`config.mk`:
```
export PLATFORM = sky130hd
export DESIGN_NAME = uart_enh_cfg
export DESIGN_NICKNAME = d
export VERILOG_FILES = /design/src/uart_cfg_pkg.sv /design/src/uart_enh_cfg.sv
export SDC_FILE = /design/constraint.sdc
export NUM_CORES = 1
export LEC_CHECK = 0
export BUFFER_PORTS_ARGS = -buffer_cell sky130_fd_sc_hd__buf_2
export CELL_PAD_IN_SITES_DETAIL_PLACEMENT = 1
export CELL_PAD_IN_SITES_GLOBAL_PLACEMENT = 2
export CORE_MARGIN = 3
export CORE_UTILIZATION = 36
export CTS_CLUSTER_DIAMETER = 30
export DETAILED_ROUTE_END_ITERATION = 12
export PLACE_DENSITY = 0.84
export SYNTH_ARGS = -nofsm -noshare
export SYNTH_HDL_FRONTEND = slang
export SYNTH_SLANG_ARGS = --single-unit
```
`constraint.sdc`:
```
create_clock -name clk_sys_i -period 6.2 [get_ports clk_sys_i]
set_input_delay 1.55 -clock clk_sys_i [delete_from_list [all_inputs] [get_ports clk_sys_i]]
set_output_delay 1.55 -clock clk_sys_i [all_outputs]
set_load 0.05 [all_outputs]
```
`src/uart_cfg_pkg.sv`:
```
// Constants for the enhanced UART configuration block.
// Assumes a 16550-style 3-bit register address and one-cycle strobes.
// ====================
// Notes on behaviour
// Feature bit 4 disables transmitter when unlocked
// Feature bit 5 disables receiver when unlocked
// Feature bit 6 selects 9-bit multidrop
// Feature bit 7 selects fast infrared pulse
// Scratch register resets to all ones
// Swap set: scratch writes hit mode register
// Swap set: scratch reads give FIFO counts
// Alternate mode: RX first, then toggle
// Send-immediate bypasses FIFO, clears after send
// Invert bit flips RS-485 direction level
// Four-bit code maps to RTS hysteresis
// Mode bit 6 picks line-error interrupt timing
// Mode bit 7 limits Xoff/special clearing
// XON interrupt clears only on source read
// Divisor is bytes plus fraction over 16
// Fraction register needs unlock bit
// Sampling bits pick 16X, 8X, 4X
// Select bits steer divisor writes
// Host keeps select bit 7 low when shared
// Trigger register writes RX or TX level
// FIFO count readable via swap or 0xBF
// Trigger-select bit picks counted FIFO
// Mode and feature bits reset to zero
package uart_cfg_pkg;

  // ====================
  // Register addresses
  localparam logic [2:0] ADDR_DATA     = 3'h0;
  localparam logic [2:0] ADDR_DIV_HIGH = 3'h1;
  localparam logic [2:0] ADDR_FRAC     = 3'h2;
  localparam logic [2:0] ADDR_ISRC     = 3'h2;
  localparam logic [2:0] ADDR_LCTRL    = 3'h3;
  localparam logic [2:0] ADDR_FEATURE  = 3'h6;
  localparam logic [2:0] ADDR_SCRATCH  = 3'h7;
  localparam logic [2:0] ADDR_FSC      = 3'h1;
  localparam logic [2:0] ADDR_UNLOCK   = 3'h2;

  // ====================
  // Access keys and reset values
  localparam logic [7:0] LCR_ENH_KEY    = 8'hbf;
  localparam int         LCR_DLAB_BIT   = 7;
  localparam logic [7:0] SCRATCH_RESET  = 8'hff;
  localparam logic [7:0] ZERO_RESET     = 8'h00;
  localparam logic [7:0] DIV_LOW_RESET  = 8'h01;

  // ====================
  // Field positions
  localparam int UNLOCK_BIT      = 4;
  localparam int FEAT_TX_DIS     = 4;
  localparam int FEAT_RX_DIS     = 5;
  localparam int FEAT_NINE_BIT   = 6;
  localparam int FEAT_FAST_IR    = 7;
  localparam int FSC_AUTO485     = 3;
  localparam int FSC_SWAP        = 6;
  localparam int FSC_TRIG_SEL    = 7;
  localparam int MODE_SEND_NOW   = 2;
  localparam int MODE_RTS_INV    = 3;
  localparam int MODE_LSR_IMMED  = 6;
  localparam int MODE_ISR_ONLY   = 7;
  localparam int FRAC_INDEP      = 6;
  localparam int FRAC_SELECT     = 7;

  // Hysteresis characters per four-bit code
  localparam logic [5:0] HYST_TABLE [16] = '{
    6'd0,  6'd4,  6'd6,  6'd8,  6'd8,  6'd16, 6'd24, 6'd32,
    6'd40, 6'd44, 6'd48, 6'd52, 6'd12, 6'd20, 6'd28, 6'd36};

  typedef enum logic [1:0] {
    CNT_RX,
    CNT_TX,
    CNT_ALT
  } count_mode_t;

endpackage

```
`src/uart_enh_cfg.sv`:
```
// Enhanced configuration registers of a 16550-style UART.
// Assumes the bus strobes, FIFO levels and shifter events come from logic on clk_sys_i.
module uart_enh_cfg
  import uart_cfg_pkg::*;
(
  input  wire logic       clk_sys_i,
  input  wire logic       rst_i,
  input  wire logic       ce_i,
  input  wire logic [2:0] addr_i,
  input  wire logic       wr_i,
  input  wire logic       rd_i,
  input  wire logic [7:0] wdata_i,
  output logic      [7:0] rdata_o,
  input  wire logic       fifo_enabled_i,
  input  wire logic [7:0] rx_fifo_level_i,
  input  wire logic [7:0] tx_fifo_level_i,
  input  wire logic       tx_byte_sent_i,
  input  wire logic       tx_active_i,
  input  wire logic       err_fifo_entry_i,
  input  wire logic       err_at_rhr_i,
  input  wire logic       xoff_seen_i,
  input  wire logic       xon_seen_i,
  input  wire logic       special_seen_i,
  input  wire logic       char_seen_i,
  output logic            tx_disable_o,
  output logic            rx_disable_o,
  output logic            nine_bit_o,
  output logic            fast_ir_o,
  output logic            tx_direct_load_o,
  output logic            send_pending_o,
  output logic            rs485_dir_o,
  output logic      [5:0] rts_hyst_o,
  output logic            line_err_irq_o,
  output logic            xoff_irq_o,
  output logic            xon_irq_o,
  output logic            special_irq_o,
  output logic     [15:0] tx_divisor_o,
  output logic      [3:0] tx_fraction_o,
  output logic      [1:0] tx_sampling_o,
  output logic     [15:0] rx_divisor_o,
  output logic      [3:0] rx_fraction_o,
  output logic      [1:0] rx_sampling_o,
  output logic      [7:0] rx_trigger_o,
  output logic      [7:0] tx_trigger_o
);

  // ====================
  // Decoding
  logic [7:0] line_control;
  logic [7:0] enhanced_unlock;
  logic [7:0] feature_select_control;
  logic [7:0] extended_feature_control;
  logic [7:0] scratch_storage;
  logic [7:0] enhanced_mode_select;
  logic [7:0] divisor_fraction_sampling;
  logic       alt_show_tx;
  logic       enh_page;
  logic       dlab_page;
  logic       unlocked;
  logic       swap;

  assign enh_page  = (line_control == LCR_ENH_KEY);
  assign dlab_page = line_control[LCR_DLAB_BIT] && !enh_page;
  assign unlocked  = enhanced_unlock[UNLOCK_BIT];
  assign swap      = feature_select_control[FSC_SWAP];

  function automatic logic hit(input logic [2:0] a, input logic [2:0] want,
                               input logic page);
    hit = (a == want) && page;
  endfunction

  function automatic count_mode_t count_mode(input logic [1:0] bits);
    if (!bits[0]) begin
      count_mode = CNT_RX;
    end else if (!bits[1]) begin
      count_mode = CNT_TX;
    end else begin
      count_mode = CNT_ALT;
    end
  endfunction

  logic wr_lctrl, wr_unlock, wr_fsc, wr_feature, wr_scratch, wr_mode;
  logic wr_div_low, wr_div_high, wr_frac, wr_trg, wr_thr;
  logic rd_swap_count, rd_key_count, rd_isrc;

  assign wr_lctrl    = ce_i && wr_i && (addr_i == ADDR_LCTRL);
  assign wr_unlock   = ce_i && wr_i && hit(addr_i, ADDR_UNLOCK, enh_page);
  assign wr_fsc      = ce_i && wr_i && hit(addr_i, ADDR_FSC, enh_page);
  assign wr_trg      = ce_i && wr_i && hit(addr_i, ADDR_DATA, enh_page);
  assign wr_div_low  = ce_i && wr_i && hit(addr_i, ADDR_DATA, dlab_page);
  assign wr_div_high = ce_i && wr_i && hit(addr_i, ADDR_DIV_HIGH, dlab_page);
  // Fraction register hidden until unlock bit is set
  assign wr_frac     = ce_i && wr_i && hit(addr_i, ADDR_FRAC, dlab_page) && unlocked;
  assign wr_thr      = ce_i && wr_i && hit(addr_i, ADDR_DATA, !line_control[LCR_DLAB_BIT]);
  assign wr_feature  = ce_i && wr_i && (addr_i == ADDR_FEATURE) && unlocked;
  assign wr_scratch  = ce_i && wr_i && (addr_i == ADDR_SCRATCH) && !swap;
  assign wr_mode     = ce_i && wr_i && (addr_i == ADDR_SCRATCH) && swap;
  assign rd_swap_count = ce_i && rd_i && (addr_i == ADDR_SCRATCH) && swap;
  assign rd_key_count  = ce_i && rd_i && hit(addr_i, ADDR_DATA, enh_page);
  assign rd_isrc       = ce_i && rd_i && hit(addr_i, ADDR_ISRC, !line_control[LCR_DLAB_BIT]);

  // ====================
  // Page and unlock registers
  always_ff @(posedge clk_sys_i or posedge rst_i) begin
    if (rst_i) begin
      line_control <= ZERO_RESET;
    end else if (wr_lctrl) begin
      line_control <= wdata_i;
    end
  end

  always_ff @(posedge clk_sys_i or posedge rst_i) begin
    if (rst_i) begin
      enhanced_unlock        <= ZERO_RESET;
      feature_select_control <= ZERO_RESET;
    end else begin
      if (wr_unlock) begin
        enhanced_unlock <= wdata_i;
      end
      if (wr_fsc) begin
        feature_select_control <= wdata_i;
      end
    end
  end

  // ====================
  // Extended feature control, write-only, upper nibble
  always_ff @(posedge clk_sys_i or posedge rst_i) begin
    if (rst_i) begin
      extended_feature_control <= ZERO_RESET;
    end else if (wr_feature) begin
      extended_feature_control <= {wdata_i[7:4], 4'h0};
    end
  end

  assign tx_disable_o = extended_feature_control[FEAT_TX_DIS];
  assign rx_disable_o = extended_feature_control[FEAT_RX_DIS];
  assign nine_bit_o   = extended_feature_control[FEAT_NINE_BIT];
  assign fast_ir_o    = extended_feature_control[FEAT_FAST_IR];

  // ====================
  // Scratch storage; survives sleep because only reset and scratch writes touch it
  always_ff @(posedge clk_sys_i or posedge rst_i) begin
    if (rst_i) begin
      scratch_storage <= SCRATCH_RESET;
    end else if (wr_scratch) begin
      scratch_storage <= wdata_i;
    end
  end

  // ====================
  // Enhanced mode select; bit 2 is cleared by the shifter
  logic direct_loaded;

  always_ff @(posedge clk_sys_i or posedge rst_i) begin
    if (rst_i) begin
      enhanced_mode_select <= ZERO_RESET;
    end else if (wr_mode) begin
      // A fresh write wins over a same-cycle completion
      enhanced_mode_select <= wdata_i;
    end else if (ce_i && tx_byte_sent_i && direct_loaded) begin
      enhanced_mode_select[MODE_SEND_NOW] <= 1'b0;
    end
  end

  always_ff @(posedge clk_sys_i or posedge rst_i) begin
    if (rst_i) begin
      direct_loaded <= 1'b0;
    end else if (wr_mode) begin
      direct_loaded <= 1'b0;
    end else if (tx_direct_load_o) begin
      direct_loaded <= 1'b1;
    end else if (ce_i && tx_byte_sent_i) begin
      direct_loaded <= 1'b0;
    end
  end

  // Only the first byte after arming goes straight to the shifter
  assign tx_direct_load_o = wr_thr && fifo_enabled_i && !direct_loaded
                            && enhanced_mode_select[MODE_SEND_NOW];
  assign send_pending_o   = enhanced_mode_select[MODE_SEND_NOW];

  // ====================
  // RS-485 direction and hysteresis
  always_ff @(posedge clk_sys_i or posedge rst_i) begin
    if (rst_i) begin
      rs485_dir_o <= 1'b0;
      rts_hyst_o  <= HYST_TABLE[0];
    end else if (ce_i) begin
      if (feature_select_control[FSC_AUTO485]) begin
        rs485_dir_o <= !tx_active_i ^ enhanced_mode_select[MODE_RTS_INV];
      end else begin
        rs485_dir_o <= 1'b0;
      end
      rts_hyst_o <= HYST_TABLE[{enhanced_mode_select[5:4],
                                feature_select_control[1:0]}];
    end
  end

  // ====================
  // Interrupt timing and clearing
  always_ff @(posedge clk_sys_i or posedge rst_i) begin
    if (rst_i) begin
      line_err_irq_o <= 1'b0;
    end else if (ce_i) begin
      line_err_irq_o <= enhanced_mode_select[MODE_LSR_IMMED] ? err_fifo_entry_i
                                                             : err_at_rhr_i;
    end
  end

  logic isr_only;
  assign isr_only = enhanced_mode_select[MODE_ISR_ONLY];

  // Each flag: a new event in the clearing cycle wins
  always_ff @(posedge clk_sys_i or posedge rst_i) begin
    if (rst_i) begin
      xoff_irq_o    <= 1'b0;
      xon_irq_o     <= 1'b0;
      special_irq_o <= 1'b0;
    end else if (ce_i) begin
      if (xoff_seen_i) begin
        xoff_irq_o <= 1'b1;
      end else if (rd_isrc || (!isr_only && xon_seen_i)) begin
        xoff_irq_o <= 1'b0;
      end
      if (xon_seen_i) begin
        xon_irq_o <= 1'b1;
      end else if (rd_isrc) begin
        xon_irq_o <= 1'b0;
      end
      if (special_seen_i) begin
        special_irq_o <= 1'b1;
      end else if (rd_isrc || (!isr_only && char_seen_i)) begin
        special_irq_o <= 1'b0;
      end
    end
  end

  // ====================
  // Baud divisors
  logic [7:0] tx_low, tx_high, rx_low, rx_high;
  logic [5:0] tx_frac_bits, rx_frac_bits;
  logic       to_tx, to_rx;

  // Select 10 leaves both generators untouched
  always_comb begin
    case (divisor_fraction_sampling[FRAC_SELECT:FRAC_INDEP])
      2'b00: begin
        to_tx = 1'b1;
        to_rx = 1'b1;
      end
      2'b01: begin
        to_tx = 1'b1;
        to_rx = 1'b0;
      end
      2'b11: begin
        to_tx = 1'b0;
        to_rx = 1'b1;
      end
      default: begin
        to_tx = 1'b0;
        to_rx = 1'b0;
      end
    endcase
  end

  always_ff @(posedge clk_sys_i or posedge rst_i) begin
    if (rst_i) begin
      divisor_fraction_sampling <= ZERO_RESET;
    end else if (wr_frac) begin
      divisor_fraction_sampling <= wdata_i;
    end
  end

  // Steering follows the select bits being written in the same access
  logic [1:0] new_sel;
  logic       frac_tx, frac_rx;
  assign new_sel = wdata_i[FRAC_SELECT:FRAC_INDEP];
  assign frac_tx = (new_sel == 2'b00) || (new_sel == 2'b01);
  assign frac_rx = (new_sel == 2'b00) || (new_sel == 2'b11);

  always_ff @(posedge clk_sys_i or posedge rst_i) begin
    if (rst_i) begin
      tx_low       <= DIV_LOW_RESET;
      tx_high      <= ZERO_RESET;
      tx_frac_bits <= 6'h00;
    end else begin
      if (wr_div_low && to_tx) begin
        tx_low <= wdata_i;
      end
      if (wr_div_high && to_tx) begin
        tx_high <= wdata_i;
      end
      if (wr_frac && frac_tx) begin
        tx_frac_bits <= wdata_i[5:0];
      end
    end
  end

  always_ff @(posedge clk_sys_i or posedge rst_i) begin
    if (rst_i) begin
      rx_low       <= DIV_LOW_RESET;
      rx_high      <= ZERO_RESET;
      rx_frac_bits <= 6'h00;
    end else begin
      if (wr_div_low && to_rx) begin
        rx_low <= wdata_i;
      end
      if (wr_div_high && to_rx) begin
        rx_high <= wdata_i;
      end
      if (wr_frac && frac_rx) begin
        rx_frac_bits <= wdata_i[5:0];
      end
    end
  end

  // Generator runs at divisor + fraction/16 of the sampling clock
  assign tx_divisor_o  = {tx_high, tx_low};
  assign tx_fraction_o = tx_frac_bits[3:0];
  assign rx_divisor_o  = {rx_high, rx_low};
  assign rx_fraction_o = rx_frac_bits[3:0];

  // 00 is 16X, 01 is 8X, 1x is 4X
  function automatic logic [1:0] sampling(input logic [1:0] bits);
    sampling = bits[1] ? 2'b10 : bits;
  endfunction

  assign tx_sampling_o = sampling(tx_frac_bits[5:4]);
  assign rx_sampling_o = sampling(rx_frac_bits[5:4]);

  // ====================
  // User trigger levels
  always_ff @(posedge clk_sys_i or posedge rst_i) begin
    if (rst_i) begin
      rx_trigger_o <= ZERO_RESET;
      tx_trigger_o <= ZERO_RESET;
    end else if (wr_trg) begin
      if (feature_select_control[FSC_TRIG_SEL]) begin
        tx_trigger_o <= wdata_i;
      end else begin
        rx_trigger_o <= wdata_i;
      end
    end
  end

  // ====================
  // FIFO count alternation
  always_ff @(posedge clk_sys_i or posedge rst_i) begin
    if (rst_i) begin
      alt_show_tx <= 1'b0;
    end else if (wr_mode) begin
      alt_show_tx <= 1'b0;
    end else if (rd_swap_count && count_mode(enhanced_mode_select[1:0]) == CNT_ALT) begin
      alt_show_tx <= !alt_show_tx;
    end
  end

  // ====================
  // Read data, registered one cycle after rd_i
  logic [7:0] next_rdata;

  always_comb begin
    next_rdata = ZERO_RESET;
    if (rd_swap_count) begin
      case (count_mode(enhanced_mode_select[1:0]))
        CNT_RX:  next_rdata = rx_fifo_level_i;
        CNT_TX:  next_rdata = tx_fifo_level_i;
        CNT_ALT: next_rdata = alt_show_tx ? tx_fifo_level_i : rx_fifo_level_i;
        default: next_rdata = rx_fifo_level_i;
      endcase
    end else if (rd_key_count) begin
      next_rdata = feature_select_control[FSC_TRIG_SEL] ? tx_fifo_level_i
                                                        : rx_fifo_level_i;
    end else if (ce_i && rd_i) begin
      case (addr_i)
        ADDR_SCRATCH: next_rdata = scratch_storage;
        ADDR_LCTRL:   next_rdata = line_control;
        ADDR_FSC: begin
          if (enh_page) begin
            next_rdata = feature_select_control;
          end else if (dlab_page) begin
            next_rdata = divisor_fraction_sampling[FRAC_SELECT] ? rx_high : tx_high;
          end
        end
        ADDR_FRAC: begin
          if (enh_page) begin
            next_rdata = enhanced_unlock;
          end else if (dlab_page && unlocked) begin
            next_rdata = {divisor_fraction_sampling[7:6],
                          divisor_fraction_sampling[FRAC_SELECT] ? rx_frac_bits
                                                                 : tx_frac_bits};
          end
        end
        ADDR_DATA: begin
          if (dlab_page) begin
            next_rdata = divisor_fraction_sampling[FRAC_SELECT] ? rx_low : tx_low;
          end
        end
        default: next_rdata = ZERO_RESET;
      endcase
    end
  end

  always_ff @(posedge clk_sys_i or posedge rst_i) begin
    if (rst_i) begin
      rdata_o <= ZERO_RESET;
    end else if (ce_i && rd_i) begin
      rdata_o <= next_rdata;
    end
  end

endmodule

```
* Yosys cells after proc, flatten, opt, wreduce, memory -nomap -nowiden *
Memory sizes are Yosys's and may differ from the RTL's. A register that Yosys moved wholly into a read port is not among the register bits.
Index checks and enable logic that the tools add are counted.

storage, ports and cells
  memory bits (read-only) = 96
  register bits = 127
  input port bits = 41
  logic and storage cells = 149
  memories = 1
  output and inout bits = 85

operators by class
  mux-type cells = 37
  reductions and logical operators = 71
  bitwise logic cells = 3
  eq/ne operators = 13

memories
  memory            words  width  rd ports  clocked after Yosys merged registers in  write ports  line                 text
  (name not given)  16     6      1         1                                        0            uart_enh_cfg.sv:195  rts_hyst_o <= HYST_TABLE[{enhanced_mode_select[5:4],

operator list
  kind                                           number
  2-to-1 mux 8 bit                               11
  logical AND 1 bit                              44
  case mux 8 bit (5 select lines)                1
  2-to-1 mux 1 bit                               17
  case mux 8 bit (2 select lines)                1
  2-to-1 mux 2 bit                               6
  AND reduction 2 bit                            5
  nonzero test 2 bit                             5
  == test 2 bit, second input constant           4
  == test 8 bit, second input constant           1
  zero test 1 bit                                7
  == test 2 x 1 -> 1 bit, second input constant  3
  == test 3 x 2 -> 1 bit, second input constant  2
  == test 3 bit, second input constant           2
  2-to-1 mux 6 bit                               1
  inverter 4 -> 5 bit                            1
  zero test 2 bit                                2
  logical OR 1 bit                               4
  OR reduction 2 bit                             2
  == test 3 x 1 -> 1 bit, second input constant  1
  zero test 3 bit                                1
  nonzero test 3 bit                             1
  inverter 1 bit                                 1
  XOR 1 bit                                      1

* Logic depth before layout (Yosys ltp) *
  depth after elaboration = 9
  depth in mapped cells = 9
  gate-level depth less buffers = 6

* Worst setup path before layout *
Ideal clock, no wire load.

  kind = in2out
  start = input port addr_i[0]
  end = output port tx_direct_load_o
  data required time = 4.650 ns
  arrival time = 3.378 ns
  stages on the path = 4
  path slack = 1.272 ns
  path buffers = 1
  cells stage by stage = buf_2 > nor3_1 > nand4b_1 > nor3b_1

on the way
  cells in the longest elaborated chain, start to end = 6

ends and longest elaborated chain
  item                            line                 text
  start: declaration              uart_enh_cfg.sv:9    input wire logic [2:0] addr_i,
  zero test 3 bit                 uart_enh_cfg.sv:69   hit = (a == want) && page;
  logical AND 1 bit               uart_enh_cfg.sv:69
  logical AND 1 bit               uart_enh_cfg.sv:94   assign wr_thr = ce_i && wr_i && hit(addr_i, ADDR_DATA, !line_control[LCR_DLAB_BIT]);
  logical AND 1 bit (2 in a row)  uart_enh_cfg.sv:179  assign tx_direct_load_o = wr_thr && fifo_enabled_i && !direct_loaded
  logical AND 1 bit               uart_enh_cfg.sv:180  && enhanced_mode_select[MODE_SEND_NOW];
  end: declaration                uart_enh_cfg.sv:29   output logic tx_direct_load_o,

Every way passes these cells.

* Worst setup path in the final report *
  start = input port addr_i[2]
  end = output port tx_direct_load_o

The elaborated chain is that of the path after synthesis.

==> results.cfg <==
[power_and_ir_drop]
power.switching_uw = 819
p_seq_frac = 0.396
p_per_area_nw_per_um2 = 334
total_power_uw = 2520
p_leak_uw = 0.00364
combPwrFrac = 0.214
vdd_drop_max_v = 0.000195
sw_frac_of_total = 0.325
internal-power_uw = 1700
clock_power_share = 0.390

[timing]
max_freq_ghz = 0.220
rsz0062_at_grt = no
layout_setup_ws_ns = 1.66
setup_tns_ns = 0
tightest_slew_ns = 1.16
timing.slew.headroom = 0.224
hold_violations = 0
slew_viol_final = 0
fin_skew_ns = 0.00937
finalCritPeriodShare = 0.732
finalSetupViolations = 0
post-route-min-period_ns = 4.54
whs_ns = 0.489

[layout]
fillers = 1827
area_delta_synth_final_pct = 20.4
layout-drive-gt1-share = 0.460
finish.instance_area_um2 = 7560
n_antenna_cell = 0
fin_nets = 672

[worst_hold_path]
min_path_type = flop to flop

[setup_path]
endpoint_kind = output port
path_cells = buf_2, nor3_1, nand4b_1, nor3b_1, buf_2
required_ns = 4.65
critPathMaxFanout = 19
cpMostUsedCell = buf_2
cp.arrival_ns = 2.99
crit_type = input port to output port
critical_path.top_delay_family = simple AND/OR/NAND/NOR gates
start_kind = input port
cpPeakStageDelay_ns = 0.41
path_buf_inv = 2
crit_slowest_cell = nor3_1

[clock_tree]
cts_tree = done
root_buffer = clkbuf_16
htreeDepth = 4
path_clk_slew_ns = 0.05
postCtsSetupBuffers = 0
cts_buffer_depth = 2
cts_hold_buf = 0
cts_inserted_buffers = 17
cts_sinks = 126
cts_resized = 0
insertion_delay_ns = 0.42

[synth]
ys_warn_count = 0
netlist_area_um2 = 6280
synth_ff_type = dfrtp_1
yosys.area_share.simple = 0.0971
yosys.area.top_type_share = 0.462
postSynthCellCount = 522
ys_seq_area_frac = 0.504
synth-compound-area-share = 0.0883
synthArstFlopShare = 1.00
synth_xor_area_frac = 0.00279
synth_top_family_by_area = multiplexers
ys_types = 55
synth.area.mux_share = 0.253
ys_seq_elements = 126
yosysTopAreaCell = dfrtp_1
synthTopCellsByCount = dfrtp_1, mux2_2, nand2_1
synth_most_common_cell = dfrtp_1
synth_edf_count = 0
synth.avg_cell_area_um2 = 12.0
syn_nets = 569
synth_area_leaders = dfrtp_1, mux2_2, mux2i_1
synthAdderAreaFrac = 0.0120

[placement]
dpl_cell_area_um2 = 6980
io_buffers = 124
dp_slack_ns = 1.70
dp_hpwl_mm = 13.8
routabilityCongestion = 0.873

[die]
fp.dieH_um = 138
core_area_um2 = 16800
rows = 47
dieArea_um2 = 19100
start_util = 0.373
io-pin-count = 126
die_w_um = 138

[run]
drv_cap = 0

[grt]
gr-total-overflow = 0
antenna_found_initial = 0
grt_usage = 0.208
grt_max_degree = 79
grt_pass1_wl_mm = 30.8
grt_pass1_vias = 5025

[drt]
wl_mm = 19.4
drtAntennaViolNets = 0
drt_iter0_markers = 287
via_per_inst = 5.42
dr.pass1.iters = 4
drc_errors = 0
wl_per_cell_um = 22.7
via_count = 4641

[status]
status = completed
cell usage in the layout (no fill, tap or decap), types with 6 or more instances in the layout:
| cell type | count |
|---|---|
| mux2_2 | 115 |
| a31oi_1 | 7 |
| mux2i_1 | 29 |
| nand3_1 | 9 |
| buf_2 | 124 |
| a21oi_1 | 8 |
| inv_1 | 12 |
| clkbuf_16 | 17 |
| o21ai_0 | 18 |
| nand2_1 | 37 |
| nand4_1 | 7 |
| o211ai_1 | 9 |
| nor2_1 | 16 |
| dfstp_2 | 10 |
| a21o_1 | 10 |
| ha_1 | 6 |
| dfrtp_1 | 116 |
sequential cells by signal, indices dropped and copies added (netlist names), 2 cells and up:
register                   count
tx_low                         8
enhanced_unlock                8
tx_high                        8
rx_trigger_o                   8
extended_feature_control       4
enhanced_mode_select           8
rdata_o                        8
tx_frac_bits                   6
feature_select_control         8
rx_low                         8
rts_hyst_o                     5
rx_frac_bits                   6
tx_trigger_o                   8
rx_high                        8
line_control                   8
divisor_fraction_sampling      2
scratch_storage                8
final cells by class:
class	count	area [um2]	area share
clock buffers	25	495	0.0656
flip-flops and latches	126	3170	0.419
inverters	13	51.3	0.00679
repair buffers	127	643	0.0851
multi-input cells	340	2850	0.376
clock inverters	6	82.6	0.0109
well taps	220	275	0.0364
kinds of logic after synthesis:
family          Yosys count
buf+inv                  56
flops                   126
xor+xnor                  2
simple gates            106
fa+ha+maj                 6
other cells               1
mux                     144
compound gates           81
power groups by stage:
stage | registers, uW | logic (uW) | clock network (uW)
final | 998 | 540 | 984
after global routing | 1010 | 573 | 1040
after CTS | 998 | 543 | 1000
after detailed placement | 1010 | 540 | 0
after global placement | 1000 | 531 | 0
after floorplan | 1190 | 193 | 0
tightest hold or removal path, cell delays in order, from the launching register on:
cell and delay (ns):
dfrtp_1 0.34, nand2_1 0.05, o21ai_0 0.06
metal layers:
metal / GRT usage / routed length (um)
met1: 0.292 / 9160
met2: 0.319 / 8800
met3: 0.0577 / 1180
met4: 0.0593 / 277
met5: 0 / 0
final timing paths:
check                      slack, ns                   startpoint  cells after the start                          end
min in group asynchronous       1.37                        rst_i                      2      rs485_dir_o$_DFFE_PP0P_
hold / removal                  0.49  tx_trigger_o[7]$_DFFE_PP0P_                      2  tx_trigger_o[7]$_DFFE_PP0P_
setup / recovery                1.66                    addr_i[2]                      5             tx_direct_load_o
max in group asynchronous       3.60                        rst_i                      3        rx_low[1]$_DFFE_PP0P_
hold reg to reg                 0.49  tx_trigger_o[7]$_DFFE_PP0P_                      2  tx_trigger_o[7]$_DFFE_PP0P_
setup reg to reg                2.45  line_control[7]$_DFFE_PP0P_                      4  tx_trigger_o[1]$_DFFE_PP0P_
per-stage QoR:
stage / utilization / cells
floorplan: - / 522
global placement: 0.415 / 826
detailed placement: 0.415 / 826
CTS: 0.449 / 857
global route: 0.449 / 857
finish: 0.449 / 857
No activity file was read; power rests on OpenSTA's default activity.
